$ cat src/hspc_pkg.sv
// Constants for the high speed pulse counter
`default_nettype none
package hspc_pkg;
    // Register byte offsets
    localparam logic [7:0]  HSPC_CTRL_OFS     = 8'h00;
    localparam logic [7:0]  HSPC_CMD_OFS      = 8'h04;
    localparam logic [7:0]  HSPC_SETLO_OFS    = 8'h08;
    localparam logic [7:0]  HSPC_SETHI_OFS    = 8'h0C;
    localparam logic [7:0]  HSPC_COUNT_OFS    = 8'h10;
    localparam logic [7:0]  HSPC_STATUS_OFS   = 8'h14;
    localparam logic [7:0]  HSPC_IRQ_STAT_OFS = 8'h18;
    localparam logic [7:0]  HSPC_IRQ_MASK_OFS = 8'h1C;
    // Control fields
    localparam int          HSPC_CTRL_ENABLE  = 0;
    localparam int          HSPC_CTRL_DIRSEL  = 1;
    localparam int          HSPC_CTRL_TYPE_LO = 2;
    localparam int          HSPC_CTRL_FOUR    = 4;
    localparam int          HSPC_CTRL_USE_ST  = 5;
    localparam int          HSPC_CTRL_USE_RST = 6;
    localparam int          HSPC_CTRL_LATCHED = 7;
    localparam int          HSPC_CTRL_W       = 8;
    localparam logic [7:0]  HSPC_CTRL_RESET   = 8'h00;
    // Command fields
    localparam int          HSPC_CMD_RESET    = 0;
    // Status fields
    localparam int          HSPC_ST_CONTACT   = 0;
    localparam int          HSPC_ST_DIRMON    = 1;
    localparam int          HSPC_ST_RUNNING   = 2;
    // Interrupt event fields
    localparam int          HSPC_EV_ON        = 0;
    localparam int          HSPC_EV_OFF       = 1;
    localparam int          HSPC_EV_WRAP      = 2;
    localparam int          HSPC_EV_XRST      = 3;
    localparam int          HSPC_EV_W         = 4;
    localparam logic [3:0]  HSPC_EV_RESET     = 4'h0;
    // Value limits and reset values
    localparam logic [31:0] HSPC_MAX_POS      = 32'h7FFFFFFF;
    localparam logic [31:0] HSPC_MIN_NEG      = 32'h80000000;
    localparam logic [31:0] HSPC_ZERO         = 32'h00000000;
    localparam logic [15:0] HSPC_WORD_RESET   = 16'h0000;
    // Counter types
    localparam logic [1:0]  HSPC_TYPE_SINGLE  = 2'h0;
    localparam logic [1:0]  HSPC_TYPE_DUAL    = 2'h1;
    localparam logic [1:0]  HSPC_TYPE_QUAD    = 2'h2;
    // Run states, one-hot
    typedef enum logic [2:0] {
        HSPC_IDLE = 3'b001,
        HSPC_WAIT = 3'b010,
        HSPC_RUN  = 3'b100
    } hspc_state_e;
endpackage : hspc_pkg
`default_nettype wire

$ cat src/hspc_top.sv
// High speed pulse counter with register port and interrupt
//
// Our own choices: the register addresses and the address-and-strobe port.
`default_nettype none
module hspc_top
    import hspc_pkg::*;
(
    // Clock and reset
    input  wire logic        CLK,
    input  wire logic        RST_B,
    // Register port
    input  wire logic [7:0]  ADDR,
    input  wire logic [31:0] WDATA,
    input  wire logic        WR,
    input  wire logic        RD,
    output var  logic [31:0] RDATA,
    // Count terminals
    input  wire logic        COUNT_INPUT_TERMINAL_0,
    input  wire logic        COUNT_INPUT_TERMINAL_1,
    input  wire logic        EXTERNAL_RESET_TERMINAL,
    input  wire logic        EXTERNAL_START_TERMINAL,
    // Power restore pulse
    input  wire logic        POWER_RESTORE,
    // Counter outputs
    output var  logic [31:0] COUNT_VALUE,
    output var  logic        OUTPUT_CONTACT,
    output var  logic        DIRECTION_MONITOR_FLAG,
    output var  logic        IRQ
);

    // Next value after one step
    function automatic logic [31:0] step_value(input logic [31:0] v, input logic down);
        step_value = down ? v - 32'h00000001 : v + 32'h00000001;
    endfunction : step_value

    // Write strobe for one register
    function automatic logic wr_hit(input logic wr_s, input logic [7:0] a,
                                    input logic [7:0] ofs);
        wr_hit = wr_s && (a == ofs);
    endfunction : wr_hit

    // Registers
    logic [HSPC_CTRL_W-1:0] ctrl_q;
    logic [15:0]            set_lo_q;
    logic [15:0]            set_hi_q;
    logic [HSPC_EV_W-1:0]   irq_stat_q;
    logic [HSPC_EV_W-1:0]   irq_mask_q;
    logic [31:0]            count_q;
    logic [31:0]            count_d;
    logic                   contact_q;
    logic                   contact_d;
    logic                   dirmon_q;
    logic                   dirmon_d;
    logic                   in0_q;
    logic                   in1_q;
    logic                   start_q;
    logic                   reset_hold_q;
    hspc_state_e            state_q;
    hspc_state_e            state_d;
    logic [31:0]            rdata_q;
    logic [31:0]            rdata_d;
    logic                   irq_q;

    // Control fields
    wire logic              enable_cond  = ctrl_q[HSPC_CTRL_ENABLE];
    wire logic              dir_select   = ctrl_q[HSPC_CTRL_DIRSEL];
    wire logic [1:0]        ctr_type     = ctrl_q[HSPC_CTRL_TYPE_LO +: 2];
    wire logic              four_edge    = ctrl_q[HSPC_CTRL_FOUR];
    wire logic              use_start    = ctrl_q[HSPC_CTRL_USE_ST];
    wire logic              use_ext_rst  = ctrl_q[HSPC_CTRL_USE_RST];
    wire logic              latched_type = ctrl_q[HSPC_CTRL_LATCHED];

    // Register port decode
    wire logic              wr_ctrl  = wr_hit(WR, ADDR, HSPC_CTRL_OFS);
    wire logic              wr_cmd   = wr_hit(WR, ADDR, HSPC_CMD_OFS);
    wire logic              wr_setlo = wr_hit(WR, ADDR, HSPC_SETLO_OFS);
    wire logic              wr_sethi = wr_hit(WR, ADDR, HSPC_SETHI_OFS);
    wire logic              wr_istat = wr_hit(WR, ADDR, HSPC_IRQ_STAT_OFS);
    wire logic              wr_imask = wr_hit(WR, ADDR, HSPC_IRQ_MASK_OFS);

    // Set value from two data words
    wire logic [31:0]       set_value = {set_hi_q, set_lo_q};

    // Input edges
    wire logic              in0_rise = COUNT_INPUT_TERMINAL_0 && !in0_q;
    wire logic              in0_fall = !COUNT_INPUT_TERMINAL_0 && in0_q;
    wire logic              in1_rise = COUNT_INPUT_TERMINAL_1 && !in1_q;
    wire logic              in1_fall = !COUNT_INPUT_TERMINAL_1 && in1_q;
    wire logic              start_rise = EXTERNAL_START_TERMINAL && !start_q;

    // Reset sources
    wire logic              prog_reset = wr_cmd && WDATA[HSPC_CMD_RESET];
    wire logic              ext_reset  = use_ext_rst && EXTERNAL_RESET_TERMINAL;
    wire logic              any_reset  = prog_reset || ext_reset;
    wire logic              power_clear = POWER_RESTORE && !latched_type;

    // Counting allowed only while running
    wire logic              running = (state_q == HSPC_RUN);

    // Single input: edge on terminal 0, direction from flag
    wire logic              single_step = in0_rise;
    wire logic              single_down = dir_select;

    // Dual input: up on terminal 0, down on terminal 1
    wire logic              dual_step = in0_rise ^ in1_rise;
    wire logic              dual_down = in1_rise;

    // Quadrature four-edge: an edge on one phase only (not both in one cycle), direction from phase order
    wire logic              a_edge = in0_rise || in0_fall;
    wire logic              b_edge = in1_rise || in1_fall;
    wire logic              quad4_step = a_edge ^ b_edge;
    wire logic              quad4_down = a_edge ? (COUNT_INPUT_TERMINAL_0 == in1_q)
                                                : (COUNT_INPUT_TERMINAL_1 != in0_q);

    // Quadrature one-edge: A edges while B low, once per cycle
    wire logic              quad1_step = (in0_rise || in0_fall)
                                         && !COUNT_INPUT_TERMINAL_1 && !in1_q;
    wire logic              quad1_down = in0_fall;

    wire logic              quad_step = four_edge ? quad4_step : quad1_step;
    wire logic              quad_down = four_edge ? quad4_down : quad1_down;

    // Type selection
    wire logic              type_step = (ctr_type == HSPC_TYPE_SINGLE) ? single_step :
                                        (ctr_type == HSPC_TYPE_DUAL)   ? dual_step   :
                                        (ctr_type == HSPC_TYPE_QUAD)   ? quad_step   :
                                        1'b0;
    wire logic              type_down = (ctr_type == HSPC_TYPE_SINGLE) ? single_down :
                                        (ctr_type == HSPC_TYPE_DUAL)   ? dual_down   :
                                        quad_down;

    wire logic              do_step  = running && type_step;
    wire logic [31:0]       stepped  = step_value(count_q, type_down);

    // Contact transitions, same for every type
    wire logic              hit_on  = do_step && !type_down
                                      && (stepped == set_value);
    wire logic              hit_off = do_step && type_down
                                      && (count_q == set_value);
    wire logic              wrapped = do_step && (type_down ? (count_q == HSPC_MIN_NEG)
                                                            : (count_q == HSPC_MAX_POS));

    // Events
    wire logic [HSPC_EV_W-1:0] events = {ext_reset && !reset_hold_q, wrapped,
                                         hit_off && contact_q, hit_on && !contact_q};
    wire logic [HSPC_EV_W-1:0] istat_d = (irq_stat_q & ~(wr_istat ? WDATA[HSPC_EV_W-1:0]
                                                                  : HSPC_EV_RESET)) | events;

    // Run state
    always_comb begin
        state_d = state_q;
        case (state_q)
            HSPC_IDLE: begin
                if (enable_cond) begin
                    state_d = use_start ? HSPC_WAIT : HSPC_RUN;
                end
            end
            HSPC_WAIT: begin
                if (!enable_cond) begin
                    state_d = HSPC_IDLE;
                end else if (start_rise) begin
                    state_d = HSPC_RUN;
                end
            end
            HSPC_RUN: begin
                if (!enable_cond) begin
                    state_d = HSPC_IDLE;
                end else if (any_reset && use_start) begin
                    state_d = HSPC_WAIT;
                end
            end
            default: begin
                state_d = HSPC_IDLE;
            end
        endcase
    end

    // Count, contact and direction next values
    always_comb begin
        count_d   = count_q;
        contact_d = contact_q;
        dirmon_d  = dirmon_q;
        if (any_reset || power_clear) begin
            count_d   = HSPC_ZERO;
            contact_d = 1'b0;
        end else if (do_step) begin
            count_d = stepped;
            if (hit_on) begin
                contact_d = 1'b1;
            end else if (hit_off) begin
                contact_d = 1'b0;
            end
        end
        if (do_step && ctr_type != HSPC_TYPE_SINGLE) begin
            dirmon_d = type_down;
        end else if (ctr_type == HSPC_TYPE_SINGLE) begin
            dirmon_d = dir_select;
        end
    end

    // Read mux
    always_comb begin
        rdata_d = HSPC_ZERO;
        case (ADDR)
            HSPC_CTRL_OFS:     rdata_d[HSPC_CTRL_W-1:0] = ctrl_q;
            HSPC_SETLO_OFS:    rdata_d[15:0] = set_lo_q;
            HSPC_SETHI_OFS:    rdata_d[15:0] = set_hi_q;
            HSPC_COUNT_OFS:    rdata_d = count_q;
            HSPC_STATUS_OFS: begin
                rdata_d[HSPC_ST_CONTACT] = contact_q;
                rdata_d[HSPC_ST_DIRMON]  = dirmon_q;
                rdata_d[HSPC_ST_RUNNING] = running;
            end
            HSPC_IRQ_STAT_OFS: rdata_d[HSPC_EV_W-1:0] = irq_stat_q;
            HSPC_IRQ_MASK_OFS: rdata_d[HSPC_EV_W-1:0] = irq_mask_q;
            default:           rdata_d = HSPC_ZERO;
        endcase
        if (!RD) begin
            rdata_d = HSPC_ZERO;
        end
    end

    // Control register
    always_ff @(posedge CLK or negedge RST_B) begin
        if (!RST_B) begin
            ctrl_q <= HSPC_CTRL_RESET;
        end else if (wr_ctrl) begin
            ctrl_q <= WDATA[HSPC_CTRL_W-1:0];
        end
    end

    // Set value low word
    always_ff @(posedge CLK or negedge RST_B) begin
        if (!RST_B) begin
            set_lo_q <= HSPC_WORD_RESET;
        end else if (wr_setlo) begin
            set_lo_q <= WDATA[15:0];
        end
    end

    // Set value high word
    always_ff @(posedge CLK or negedge RST_B) begin
        if (!RST_B) begin
            set_hi_q <= HSPC_WORD_RESET;
        end else if (wr_sethi) begin
            set_hi_q <= WDATA[15:0];
        end
    end

    // Interrupt mask
    always_ff @(posedge CLK or negedge RST_B) begin
        if (!RST_B) begin
            irq_mask_q <= HSPC_EV_RESET;
        end else if (wr_imask) begin
            irq_mask_q <= WDATA[HSPC_EV_W-1:0];
        end
    end

    // Terminal 0 history
    always_ff @(posedge CLK or negedge RST_B) begin
        if (!RST_B) begin
            in0_q <= 1'b0;
        end else begin
            in0_q <= COUNT_INPUT_TERMINAL_0;
        end
    end

    // Terminal 1 history
    always_ff @(posedge CLK or negedge RST_B) begin
        if (!RST_B) begin
            in1_q <= 1'b0;
        end else begin
            in1_q <= COUNT_INPUT_TERMINAL_1;
        end
    end

    // Start terminal history
    always_ff @(posedge CLK or negedge RST_B) begin
        if (!RST_B) begin
            start_q <= 1'b0;
        end else begin
            start_q <= EXTERNAL_START_TERMINAL;
        end
    end

    // External reset history
    always_ff @(posedge CLK or negedge RST_B) begin
        if (!RST_B) begin
            reset_hold_q <= 1'b0;
        end else begin
            reset_hold_q <= ext_reset;
        end
    end

    // Current count
    always_ff @(posedge CLK or negedge RST_B) begin
        if (!RST_B) begin
            count_q <= HSPC_ZERO;
        end else begin
            count_q <= count_d;
        end
    end

    // Output contact
    always_ff @(posedge CLK or negedge RST_B) begin
        if (!RST_B) begin
            contact_q <= 1'b0;
        end else begin
            contact_q <= contact_d;
        end
    end

    // Direction monitor
    always_ff @(posedge CLK or negedge RST_B) begin
        if (!RST_B) begin
            dirmon_q <= 1'b0;
        end else begin
            dirmon_q <= dirmon_d;
        end
    end

    // Run state
    always_ff @(posedge CLK or negedge RST_B) begin
        if (!RST_B) begin
            state_q <= HSPC_IDLE;
        end else begin
            state_q <= state_d;
        end
    end

    // Interrupt status, set wins over clear
    always_ff @(posedge CLK or negedge RST_B) begin
        if (!RST_B) begin
            irq_stat_q <= HSPC_EV_RESET;
        end else begin
            irq_stat_q <= istat_d;
        end
    end

    // Interrupt line
    always_ff @(posedge CLK or negedge RST_B) begin
        if (!RST_B) begin
            irq_q <= 1'b0;
        end else begin
            irq_q <= |(istat_d & irq_mask_q);
        end
    end

    // Read data, one cycle after the strobe
    always_ff @(posedge CLK or negedge RST_B) begin
        if (!RST_B) begin
            rdata_q <= HSPC_ZERO;
        end else begin
            rdata_q <= rdata_d;
        end
    end

    // Outputs
    assign RDATA                  = rdata_q;
    assign COUNT_VALUE            = count_q;
    assign OUTPUT_CONTACT         = contact_q;
    assign DIRECTION_MONITOR_FLAG = dirmon_q;
    assign IRQ                    = irq_q;

endmodule : hspc_top
`default_nettype wire

$ cat config.mk
export PLATFORM = sky130hd
export DESIGN_NAME = hspc_top
export DESIGN_NICKNAME = d
export VERILOG_FILES = /design/src/hspc_pkg.sv /design/src/hspc_top.sv
export SDC_FILE = /design/constraint.sdc
export NUM_CORES = 1
export LEC_CHECK = 0
export ABC_AREA = 1
export BUFFER_PORTS_ARGS = -buffer_cell sky130_fd_sc_hd__buf_2
export CORE_ASPECT_RATIO = 2
export CORE_MARGIN = 4
export CORE_UTILIZATION = 59
export CTS_CLUSTER_SIZE = 16
export DETAILED_ROUTE_END_ITERATION = 7
export GPL_TIMING_DRIVEN = 0
export PLACE_DENSITY = 0.81
export SYNTH_ARGS = -nofsm -noshare
export SYNTH_HDL_FRONTEND = slang
export SYNTH_SLANG_ARGS = --single-unit
$ cat constraint.sdc
create_clock -name CLK -period 4.8 [get_ports CLK]
set_input_delay 0.48 -clock CLK [delete_from_list [all_inputs] [get_ports CLK]]
set_output_delay 0.48 -clock CLK [all_outputs]
set_load 0.05 [all_outputs]
Yosys cells after proc, flatten, opt, wreduce, memory -nomap -nowiden
Cells that the tools add are included.
W data, S select, Z words.
{"block": "classes", "add_sub_neg": 2, "n_eq_ne": 21, "mux": 32, "bitwise": 6, "reduce_logical": 49}
{"operator": "$mux W32", "count": 4}
{"operator": "$eq A32 B32 Y1", "count": 2}
{"operator": "$add A32 B1 Y32 const B", "count": 1}
{"operator": "$eq A32 B31 Y1 const B", "count": 1}
{"operator": "$eq A32 B32 Y1 const B", "count": 1}
{"operator": "$eq A8 B5 Y1 const B", "count": 4}
{"operator": "$sub A32 B1 Y32 const B", "count": 1}
{"operator": "$logic_and A1 B1 Y1", "count": 27}
{"operator": "$pmux W8 S3", "count": 1}
{"operator": "$pmux W3 S7", "count": 1}
{"operator": "$mux W3", "count": 6}
{"operator": "$eq A8 B4 Y1 const B", "count": 2}
{"operator": "$mux W16", "count": 1}
{"operator": "$pmux W4 S4", "count": 1}
{"operator": "$mux W1", "count": 15}
{"operator": "$logic_not A1 Y1", "count": 9}
{"operator": "$pmux W3 S3", "count": 1}
{"operator": "$and A4 B4 Y4", "count": 2}
{"operator": "$eq A8 B3 Y1 const B", "count": 1}
{"operator": "$logic_not A8 Y1", "count": 1}
{"operator": "$pmux W1 S6", "count": 1}
{"operator": "$reduce_bool A2 Y1", "count": 3}
{"operator": "$logic_or A1 B1 Y1", "count": 4}
{"operator": "$mux W4", "count": 1}
{"operator": "18 further kinds", "count": 19}
{"block": "totals", "register_bits": 122, "in_bits": 49, "word_cells": 125}

Logic depth before layout (Yosys ltp)
Gate-level depths: netlist of the first run.
{"block": "logic_depth", "ltp_word": 16, "depth_mapped": 28}

Least setup slack after synthesis of the first run
Ideal clock, no wire load.
{"block": "synth_timing", "path_kind": "input -> register", "from": "input COUNT_INPUT_TERMINAL_0", "to": "register irq_q, in the netlist IRQ", "setup_time_ps": 65, "arrival_ps": 4322, "slack_ps": 413, "cell_stages": 23, "path_buffers": 0, "path_cell_list": "inv_1 -> ha_1 -> inv_1 -> nand3_1 -> nand3_1 -> nand2_1 -> a21oi_1 -> ha_1 -> nand2_1 -> inv_1 -> a21oi_1 -> nand2_1 -> a21oi_1 -> nand3_1 -> nand3_1 -> nand2_1 -> nor2_1 -> nand2_1 -> nor2_2 -> nand4_1 -> nand2_1 -> nand2_1 -> nand2_1"}
{"block": "synth_via", "elab_chain_cells": 16, "word_cells_on_any_way": 32, "cone_classes": "eq/ne: 2; mux: 10; bitwise: 4; reduce/logical: 16"}
{"element": "start: declaration", "line": "hspc_top.sv:18", "source": "input wire logic COUNT_INPUT_TERMINAL_0,"}
{"element": "parallel branches: the longest is 11 deep, another holds $mux W32"}
{"element": "$logic_and A1 B1 Y1 (*)", "line": "hspc_top.sv:137", "source": "&& (stepped == set_value);"}
{"element": "$logic_and A1 B1 Y1 (*)", "line": "hspc_top.sv:145", "source": "hit_off && contact_q, hit_on && !contact_q};"}
{"element": "$or A4 B4 Y4 (*)", "line": "hspc_top.sv:147", "source": ": HSPC_EV_RESET)) | events;"}
{"element": "net istat_d[0]", "line": "hspc_top.sv:146", "source": "wire logic [HSPC_EV_W-1:0] istat_d = (irq_stat_q & ~(wr_istat ? WDATA[HSPC_EV_W-1:0]"}
{"element": "$and A4 B4 Y4 (*)", "line": "hspc_top.sv:345", "source": "irq_q <= |(istat_d & irq_mask_q);"}
{"element": "$reduce_or A4 Y1 (*)", "line": "hspc_top.sv:345"}
{"element": "end signal: assignment", "line": "hspc_top.sv:345"}
{"element": "end: declaration", "line": "hspc_top.sv:62", "source": "logic irq_q;"}
Mark *: on every way through the listed nets, which the timed path passes.
A chain may end at the register's enable or synchronous reset.

Worst setup path after layout of the first run
{"block": "layout_timing", "from": "register ctrl_q[3]", "to": "register irq_q, in the netlist IRQ"}
{"block": "layout_via", "elab_chain_cells": 11, "word_cells_on_any_way": 23, "cone_classes": "eq/ne: 3; mux: 7; bitwise: 2; reduce/logical: 11"}
{"element": "start: declaration", "line": "hspc_top.sv:43", "source": "logic [HSPC_CTRL_W-1:0] ctrl_q;"}
{"element": "start signal: assignment", "line": "hspc_top.sv:228", "source": "ctrl_q <= WDATA[HSPC_CTRL_W-1:0];"}
{"element": "parallel branches: the longest is 6 deep, another holds $mux W32"}
{"element": "$logic_and A1 B1 Y1 (*)", "line": "hspc_top.sv:137"}
{"element": "$logic_and A1 B1 Y1 (*)", "line": "hspc_top.sv:145"}
{"element": "$or A4 B4 Y4 (*)", "line": "hspc_top.sv:147"}
{"element": "net istat_d[0]", "line": "hspc_top.sv:146"}
{"element": "$and A4 B4 Y4 (*)", "line": "hspc_top.sv:345"}
{"element": "$reduce_or A4 Y1 (*)", "line": "hspc_top.sv:345"}
Marked as above.

==> impl_metrics.toml, run 1 <==
[run_status]
status = "complete, no violations"

[worst_setup_path]
cpMostUsedCell = "nand2_1"
crit_type = "reg2reg"
path_max_fanout = 16
crit_required_ns = 5.16
crit_path_end_kind = "register"
crit_arrival_ns = 4.77
startpoint_type = "register"
cp_top_family = "simple AND/OR/NAND/NOR gates"
critPathBufInv = 4
max_stage_delay_ns = 0.64
cp_cell_sequence = "inv_1, nand2_1, inv_1, nand2_1, nand2_1, a21oi_4, ha_1, nand2_1, nor2_1, inv_2, nor2_1, nand3_1, nand3_1, xor3_1, inv_1, nand2_1, nor2_1, nand4_1, nand2_1, nand2_1, nand2_1"
cpMaxStageDelayCell = "dfrtp_1"

[die]
core_mm2 = 0.01435
initial_core_util = 0.5989
ios = 116
die_w_um = 93.35
dieArea_mm2 = 0.01668
die_h_um = 178.7
fp-row-count = 62

[cts]
htree_num_levels = 4
cts_tree = "done"
cts.path.max_buffers = 2
root_buffer = "clkbuf_16"
cts-buffers-inserted = 17
clkTransAtPathRegs_ns = 0.07
cts.sinks = 122
clkLatencyLatePin_ns = 0.43
postCtsSetupRepairBufs = 0

[detailed_routing]
vias_per_cell = 6.053
dr.pass1.iters = 6
drc = 0
wirelength_um = 34510
wl_per_cell_um = 22.08
drtAntennaViolNets = 0
via_count = 9461
first_iter_violations = 1010

[placement]
io_buffer_count = 99
gp_congestion = 1.083
dpl_worst_slack_ns = 0.01112
dp.final_hpwl_um = 26370
placed_area_mm2 = 0.009375
dp.cells = 1530

[synthesis]
ys_seq_area_frac = 0.3554
synth_compound_area_frac = 0.1168
synth_seq_cells = 122
netlist_top_cells_area = "dfrtp_1 (35%), nand2_1 (14%), inv_1 (9.0%)"
netlist_area_mm2 = 0.008594
yosysWarnings = 0
synthCells = 1238
synth_nets = 1321
synth_top_family_by_area = "simple AND/OR/NAND/NOR gates"
synth_top_area_share = 0.3523
synth_fa_ha_area_frac = 0.05037
synthDistinctLibCells = 39
synthMuxAreaShare = 0
synthXorXnorAreaFrac = 0.05226
yosys.area_share.simple = 0.3249
synth.avg_cell_area_um2 = 6.942
synth_top_area_cell = "dfrtp_1"

[final_layout]
syn_to_final_growth_pct = 16.48
multi_input_area_mm2 = 0.004713
stdcell_area_mm2 = 0.01001
nFillCells = 1263
stdcell_count = 1563
drive_above_1_share = 0.1408
n_antenna_cell = 0
regArea_mm2 = 0.003054
final_nets = 1442

[timing]
maxSlewHeadroom = 0.2676
period_minus_slack_ns = 4.407
tightest_slew_ns = 1.089
fin_crit_sh = 0.9181
setup_viol = 0
rsz0062_at_grt = "false"
slew_violations = 0
holdWs_ns = 0.1850
worst_slack_ns = 0.3932
fmax_ghz = 0.2269
finalHoldViolCount = 0
skew_ns = 0.01575

[global_routing]
first_global_vias = 9290
grt.total_usage = 0.4238
grt_pass1_wl_um = 51350
grt_overflow = 0
antenna_found_initial = 0
grt_max_degree = 92

[flow_run]
max-cap-violations = 0

[power_and_ir_drop]
max-vdd-ir-drop_mv = 0.4403
total_power_mw = 2.916
power.density_mw_per_mm2 = 291.3
power.leakage_nw = 5.206

[hold_path]
hold_class = "in2reg"
## layout by cell type, fill, tap and decap left out, drive strengths merged, types with 2 or more instances in the layout
master / netlist / routed
xnor3: 3 / 3
nor3: 12 / 12
o22ai: 26 / 26
o21ai: 77 / 77
dfrtp: 121 / 121
xnor2: 38 / 38
o21bai: 8 / 8
xor2: 2 / 2
clkinv: 0 / 3
inv: 211 / 214
ha: 33 / 33
a21oi: 41 / 42
nand2: 365 / 365
nor4: 6 / 6
nand3b: 12 / 12
nand4: 24 / 24
buf: 2 / 102
o31ai: 3 / 3
or2: 2 / 2
clkinvlp: 0 / 3
nor2: 111 / 111
nand3: 103 / 103
bufinv: 0 / 2
clkbuf: 16 / 36
a32o: 2 / 2
a22o: 2 / 2
a221oi: 11 / 11
## cell families after synthesis
logic type,after synthesis
DFF,122
xor gates and xnor gates,44
adders and majority gates,34
AOI/OAI and AO/OA,174
and+or+nand+nor,635
buffers and inverters,229
## cell usage after synthesis
cell      count
a211oi_2      1
a21o_1        1
a21oi_1      41
a221oi_1     11
a22o_1        2
a31oi_1       1
a32o_1        2
buf_2         2
clkbuf_1     16
dfrtp_1     121
dfstp_2       1
fa_1          1
ha_1         33
inv_1       206
inv_2         5
nand2_1     332
nand2_2      32
nand2_4       1
nand3_1      98
nand3_2       5
nand3b_1     12
nand4_1      24
nor2_1      102
nor2_2        8
nor2_4        1
nor3_1       12
nor4_1        6
o211ai_1      1
o21ai_0      76
o21ai_1       1
o21bai_1      8
o22ai_1      26
o31ai_1       3
or2_2         2
xnor2_1      38
xnor3_1       3
xor2_1        1
xor2_2        1
xor3_1        1
## cell type report
type,instances,area share
repair buffers,101,0.05387
clock buffers,20,0.04662
flip-flops and latches,122,0.3051
multi-input cells,888,0.4708
well taps,192,0.02400
inverters,211,0.07911
clock inverters,11,0.01350
plain buffers,18,0.006999
## power by group
group          switching [mW]  internal (mW)  leakage, nW  total [mW]
clock                   0.499          0.809        0.286        1.31
combinational           0.337          0.163         3.24       0.499
sequential             0.0468           1.06         1.68        1.11
total                   0.883           2.03         5.21        2.92
## layer usage
| layer | part of all wire | track usage | vias up |
|---|---|---|---|
| met5 | 0 | 0 | - |
| met4 | 0.13 | 0.4422 | 0 |
| met3 | 0.082 | 0.08442 | 245 |
| met2 | 0.50 | 0.7266 | 641 |
| met1 | 0.29 | 0.3957 | 4322 |
| li1 | - | - | 4253 |
## sequential cells by signal (all words and copies together) (netlist names), 3 cells and up
register / flops
COUNT_VALUE: 32
state_q: 3
ctrl_q: 8
irq_stat_q: 4
RDATA: 32
irq_mask_q: 4
set_lo_q: 16
set_hi_q: 16
## worst paths after layout
kind,start,to,slack [ns],cells after the start
max in group asynchronous,RST_B,COUNT_VALUE[14],3.54,3
min in group asynchronous,RST_B,COUNT_VALUE[11],0.51,2
worst min-delay path,EXTERNAL_START_TERMINAL,start_q,0.19,1
worst min register to register,reset_hold_q,irq_stat_q[3],0.50,1
worst max-delay path,ctrl_q[3],IRQ,0.39,21
worst max register to register,ctrl_q[3],IRQ,0.39,21
## through the flow
| step | TNS [ns] | util |
|---|---|---|
| 5_1_grt | 0 | 0.6976 |
| 3_3_place_gp | -16.32 | 0.6501 |
| 3_5_place_dp | 0 | 0.6533 |
| 6_report | 0 | 0.6976 |
| 4_1_cts | 0 | 0.6959 |
| 2_1_floorplan | 0 | - |
## timing repair
item                                    CTS  global route
resized for setup                         0             2
hold buffers                              1             0
endpoints found under the setup margin    0             2
hold endpoints to repair                 30             0
Note: power is estimated with default switching activity, not from simulation.
==> inputs of run 2 (changes only) <==
--- a/config.mk
+++ b/config.mk
@@ -14,6 +14,7 @@
 export DETAILED_ROUTE_END_ITERATION = 7
 export GPL_TIMING_DRIVEN = 0
 export PLACE_DENSITY = 0.81
+export RECOVER_POWER = 25
 export SYNTH_ARGS = -nofsm -noshare
 export SYNTH_HDL_FRONTEND = slang
 export SYNTH_SLANG_ARGS = --single-unit
==> impl_metrics.toml, run 2 (synthesis results as in run 1) <==
[worst_setup_path]
max_stage_delay_ns = 0.63
crit_type = "reg2reg"
cpMaxStageDelayCell = "dfrtp_1"
startpoint_type = "register"
path_max_fanout = 16
cp_top_family = "simple AND/OR/NAND/NOR gates"
critPathBufInv = 3
crit_arrival_ns = 4.76
crit_required_ns = 5.16
cp_cell_sequence = "inv_1, nand2_1, inv_1, nand2_1, nand2_1, a21oi_4, ha_1, nand2_2, inv_1, nand2_1, nand2_1, a21oi_1, nand3_1, nand2_1, nand3_1, nand2_1, nand2_1, nor2_1, nand3_1, nor2_2, nand4_1, nand2_1, nand2_1, nand2_1"
cpMostUsedCell = "nand2_1"
crit_path_end_kind = "register"

[timing]
setup_viol = 0
worst_slack_ns = 0.3980
finalHoldViolCount = 0
fmax_ghz = 0.2272
maxSlewHeadroom = -0.4504
slew_violations = 125
fin_crit_sh = 0.9171
rsz0062_at_grt = "false"
skew_ns = 0.01445
period_minus_slack_ns = 4.402
tightest_slew_ns = 2.176
setup_tns_ns = 0

[final_layout]
syn_to_final_growth_pct = 16.09
final_cell_mix = "nand2_1 (332), inv_1 (206), dfrtp_1 (121), nor2_1 (102), nand3_1 (98)"
final_nets = 1442
nFillCells = 1271
drive_above_1_share = 0.1371
fin_util = 0.6952
stdcell_area_mm2 = 0.009977
n_antenna_cell = 0
regArea_mm2 = 0.003054
final_common_cell = "nand2_1"
multi_input_area_mm2 = 0.004713

[die]
die_w_um = 93.35
fp-row-count = 62
initial_core_util = 0.5989
dieArea_mm2 = 0.01668
die_h_um = 178.7
core_mm2 = 0.01435
ios = 116

[power_and_ir_drop]
p_comb_frac = 0.170
power.leakage_nw = 5.183
clockPowerShare = 0.450
power.internal_mw = 2.030
total_power_mw = 2.913
power_frac_seq = 0.380
power.density_mw_per_mm2 = 292.0
switching_share = 0.3033
power.switching_mw = 0.8836
max-vdd-ir-drop_mv = 0.4397

[detailed_routing]
routedLengthMet1_um = 10160
drc = 12
vias_per_cell = 6.048
wl_met2_um = 17090
met3_length_um = 2771
wirelength_um = 34590
first_iter_violations = 1023
drtAntennaViolNets = 0
via_count = 9453
dr.pass1.iters = 8
top_layer_used = "met4"
wl_per_cell_um = 22.13

[cts]
root_buffer = "clkbuf_16"
cts.path.max_buffers = 2
clkTransAtPathRegs_ns = 0.07
clkLatencyLatePin_ns = 0.43
htree_num_levels = 4
cts_tree = "done"
cts-buffers-inserted = 17
cts.sinks = 122

[global_routing]
grt_pass1_wl_um = 51350
grt.total_usage = 0.4238
grt_max_degree = 92
first_global_vias = 9290
grt_overflow = 0
antenna_found_initial = 0

[flow_run]
max-cap-violations = 2

[placement]
gp_congestion = 1.083
io_buffer_count = 99
placed_area_mm2 = 0.009375
dp.final_hpwl_um = 26370
dpl_worst_slack_ns = 0.01112

[run_status]
status = "finished, violations left"
violations = "DRC, capacitance limit, slew limit"

[hold_path]
hold_class = "in2reg"
run 2: changes by cell type in the layout (fill, tap and decap cells not counted), sizes merged:
cell    change
buf         -5
clkbuf      +5
run 2: layout make-up:
cell class / count / share of cell area
Timing Repair Buffer: 101 / 0.05066
Clock buffer: 20 / 0.04678
Inverter: 211 / 0.07938
Sequential cell: 122 / 0.3061
Buffer: 18 / 0.007023
Multi-Input combinational cell: 888 / 0.4724
Tap cell: 192 / 0.02408
Clock inverter: 11 / 0.01354
run 2: stage by stage:
step | hold slack [ns] | cells
2_1_floorplan | 0.1844 | 1238
6_report | 0.1953 | 1563
3_5_place_dp | 0.3964 | 1530
5_1_grt | 0.1976 | 1563
4_1_cts | 0.1827 | 1562
3_3_place_gp | 0.4669 | 1529
run 2: routing by layer:
metal  up-vias  GRT usage
li1       4252          -
met2       648     0.7266
met4         0     0.4422
met5         -          0
met1      4300     0.3957
met3       253    0.08442
run 2: timing repair:
item                                    in CTS  in global routing
endpoints found under the setup margin       0                  2
resized for setup                            0                  2
setup buffers                                0                  0
hold buffers                                 1                  0
hold endpoints to repair                    30                  0
run 2: power groups by stage:
stage | Clock, mW | Sequential (mW) | Combinational (mW)
final | 1.31 | 1.11 | 0.495
after CTS | 1.30 | 1.10 | 0.478
after global routing | 1.35 | 1.11 | 0.545
after global placement | 0 | 1.12 | 0.462
after detailed placement | 0 | 1.12 | 0.472
after floorplan | 0 | 1.11 | 0.305
run 2: final timing paths:
check                                         from              end  slack, ns  depth (start not counted)
setup / recovery                         ctrl_q[3]              IRQ       0.40                         24
hold / removal             EXTERNAL_START_TERMINAL          start_q       0.20                          1
setup reg to reg                         ctrl_q[3]              IRQ       0.40                         24
hold reg to reg                       reset_hold_q    irq_stat_q[3]       0.50                          1
max in group asynchronous                    RST_B  COUNT_VALUE[14]       0.61                          3
min in group asynchronous                    RST_B  COUNT_VALUE[11]       1.16                          2
run 2: worst reg2reg max path: stages, from the launching register on:
cell and delay, ns:
dfrtp_1 0.63, inv_1 0.15, nand2_1 0.16, inv_1 0.08, nand2_1 0.08, nand2_1 0.18
a21oi_4 0.54, ha_1 0.53, nand2_2 0.19, inv_1 0.05, nand2_1 0.06, nand2_1 0.07
a21oi_1 0.36, nand3_1 0.17, nand2_1 0.11, nand3_1 0.07, nand2_1 0.08, nand2_1 0.05
nor2_1 0.16, nand3_1 0.13, nor2_2 0.16, nand4_1 0.13, nand2_1 0.10, nand2_1 0.05
nand2_1 0.06
==> inputs of run 3 (changes only) <==
--- a/config.mk
+++ b/config.mk
@@ -8,13 +8,13 @@
 export ABC_AREA = 1
 export BUFFER_PORTS_ARGS = -buffer_cell sky130_fd_sc_hd__buf_2
 export CORE_ASPECT_RATIO = 2
-export CORE_MARGIN = 4
 export CORE_UTILIZATION = 59
 export CTS_CLUSTER_SIZE = 16
 export DETAILED_ROUTE_END_ITERATION = 7
 export GPL_TIMING_DRIVEN = 0
 export PLACE_DENSITY = 0.81
 export RECOVER_POWER = 25
+export SKIP_LAST_GASP = 1
 export SYNTH_ARGS = -nofsm -noshare
 export SYNTH_HDL_FRONTEND = slang
 export SYNTH_SLANG_ARGS = --single-unit
==> impl_metrics.toml, run 3 (synthesis results as in run 1) <==
[run_status]
status = "finished, violations left"
violations = "capacitance limit, slew limit"

[timing]
rsz0062_at_grt = "false"
period_minus_slack_ns = 4.551
setup_tns_ns = 0
slew_violations = 35
setup_viol = 0
holdWs_ns = 0.1882
fmax_ghz = 0.2197
skew_ns = 0.01063
fin_crit_sh = 0.9482
maxSlewHeadroom = -0.4724
tightest_slew_ns = 2.209
finalHoldViolCount = 0
worst_slack_ns = 0.2487

[global_routing]
antenna_found_initial = 0
grt.total_usage = 0.4840
grt_overflow = 0
first_global_vias = 9696
grt_pass1_wl_um = 53720
grt_max_degree = 89

[worst_setup_path]
crit_path_end_kind = "register"
max_stage_delay_ns = 0.82
reg2reg_slack_ns = 0.25
crit_required_ns = 5.17
startpoint_type = "register"
cp_cell_sequence = "inv_1, nand2_1, inv_1, nand2_1, nand2_1, a21oi_4, ha_1, nand2_1, nor2_1, nand4_1, nor4_1, o211ai_1, nand2_1, a22o_1, a21oi_1, nand2_1"
cpMostUsedCell = "nand2_1"
cp_top_family = "simple AND/OR/NAND/NOR gates"
critPathBufInv = 2
crit-reg2reg-launch = "ctrl_q[3]"
crit_type = "reg2reg"
crit_arrival_ns = 4.92
rr_worst_depth = 16
cpMaxStageDelayCell = "nor4_1"
r2r-end = "IRQ"
path_max_fanout = 16

[final_layout]
syn_to_final_growth_pct = 15.93
final_nets = 1442
n_antenna_cell = 0
drive_above_1_share = 0.1379
fin_util = 0.6980
final_cell_mix = "nand2_1 (332), inv_1 (206), dfrtp_1 (121), nor2_1 (101)"
stdcell_count = 1563
stdcell_area_mm2 = 0.009963
nFillCells = 1298
final_common_cell = "nand2_1"

[placement]
placed_area_mm2 = 0.009375
gp_congestion = 1.040
dp.cells = 1530
dp.final_hpwl_um = 26740
dpl_worst_slack_ns = 0.1022
io_buffer_count = 99

[detailed_routing]
wl_per_cell_um = 22.27
via_count = 9633
vias_per_cell = 6.163
drtAntennaViolNets = 0
dr.pass1.iters = 6
wirelength_um = 34800
drc = 0
first_iter_violations = 1125

[hold_path]
min_from = "EXTERNAL_START_TERMINAL"
whs_path_depth = 1
hold_class = "in2reg"
hold_end = "start_q"

[die]
die_w_um = 87.35
fp-row-count = 62
core_mm2 = 0.01427
initial_core_util = 0.6021
dieArea_mm2 = 0.01508
die_h_um = 172.7
ios = 116

[cts]
clkTransAtPathRegs_ns = 0.06
cts-buffers-inserted = 17
cts_tree = "done"
clkLatencyLatePin_ns = 0.43
cts.sinks = 122
root_buffer = "clkbuf_16"
htree_num_levels = 4
cts.path.max_buffers = 2

[power_and_ir_drop]
total_power_mw = 2.851
max-vdd-ir-drop_mv = 0.3434
power.density_mw_per_mm2 = 286.1
power.leakage_nw = 5.184

[flow_run]
max-cap-violations = 1
## run 3: layout make-up
class / count / area [µm²] / share of cell area
buffer: 18 / 70.07 / 0.007033
clock buffer: 19 / 452.9 / 0.04546
clock inverter: 12 / 116.4 / 0.01168
inverter: 211 / 792.0 / 0.07949
multi-input combinational: 888 / 4708 / 0.4726
sequential: 122 / 3054 / 0.3065
tap: 192 / 240.2 / 0.02411
timing repair buffer: 101 / 529.3 / 0.05312
## run 3: worst max path at each step
stage / startpoint / to / slack (ns) / cells after the start
finish: ctrl_q[3] / IRQ / 0.25 / 16
global route: in0_q / IRQ / 0.10 / 22
CTS: in0_q / IRQ / 0.33 / 22
detailed placement: COUNT_INPUT_TERMINAL_0 / IRQ / 0.10 / 24
global placement: COUNT_INPUT_TERMINAL_0 / IRQ / -1.31 / 24
floorplan: COUNT_INPUT_TERMINAL_0 / IRQ / 0.41 / 23
## run 3: worst register-to-register path, cell delays in order (launching register included)
cell      delay (ns)
dfrtp_1         0.62
inv_1           0.18
nand2_1         0.16
inv_1           0.08
nand2_1         0.08
nand2_1         0.18
a21oi_4         0.51
ha_1            0.50
nand2_1         0.19
nor2_1          0.29
nand4_1         0.13
nor4_1          0.82
o211ai_1        0.33
nand2_1         0.18
a22o_1          0.14
a21oi_1         0.04
nand2_1         0.07
## run 3: what timing repair did
action	in CTS	in global routing
buffers inserted	0	0
gates resized for setup	0	2
hold buffers	1	0
hold endpoints to repair	33	0
endpoints found under the setup margin	0	3
## run 3: routing by layer
layer,track usage,vias up,wire [µm]
li1,-,4237,-
met1,0.4473,4380,10030
met2,0.7933,680,16870
met3,0.1298,336,2882
met4,0.5150,0,5019
met5,0.003497,-,0
## run 3: power by group
part           internal (mW)  switching (mW)
clock                  0.740           0.499
sequential              1.06          0.0464
combinational          0.161           0.343
total                   1.96           0.888
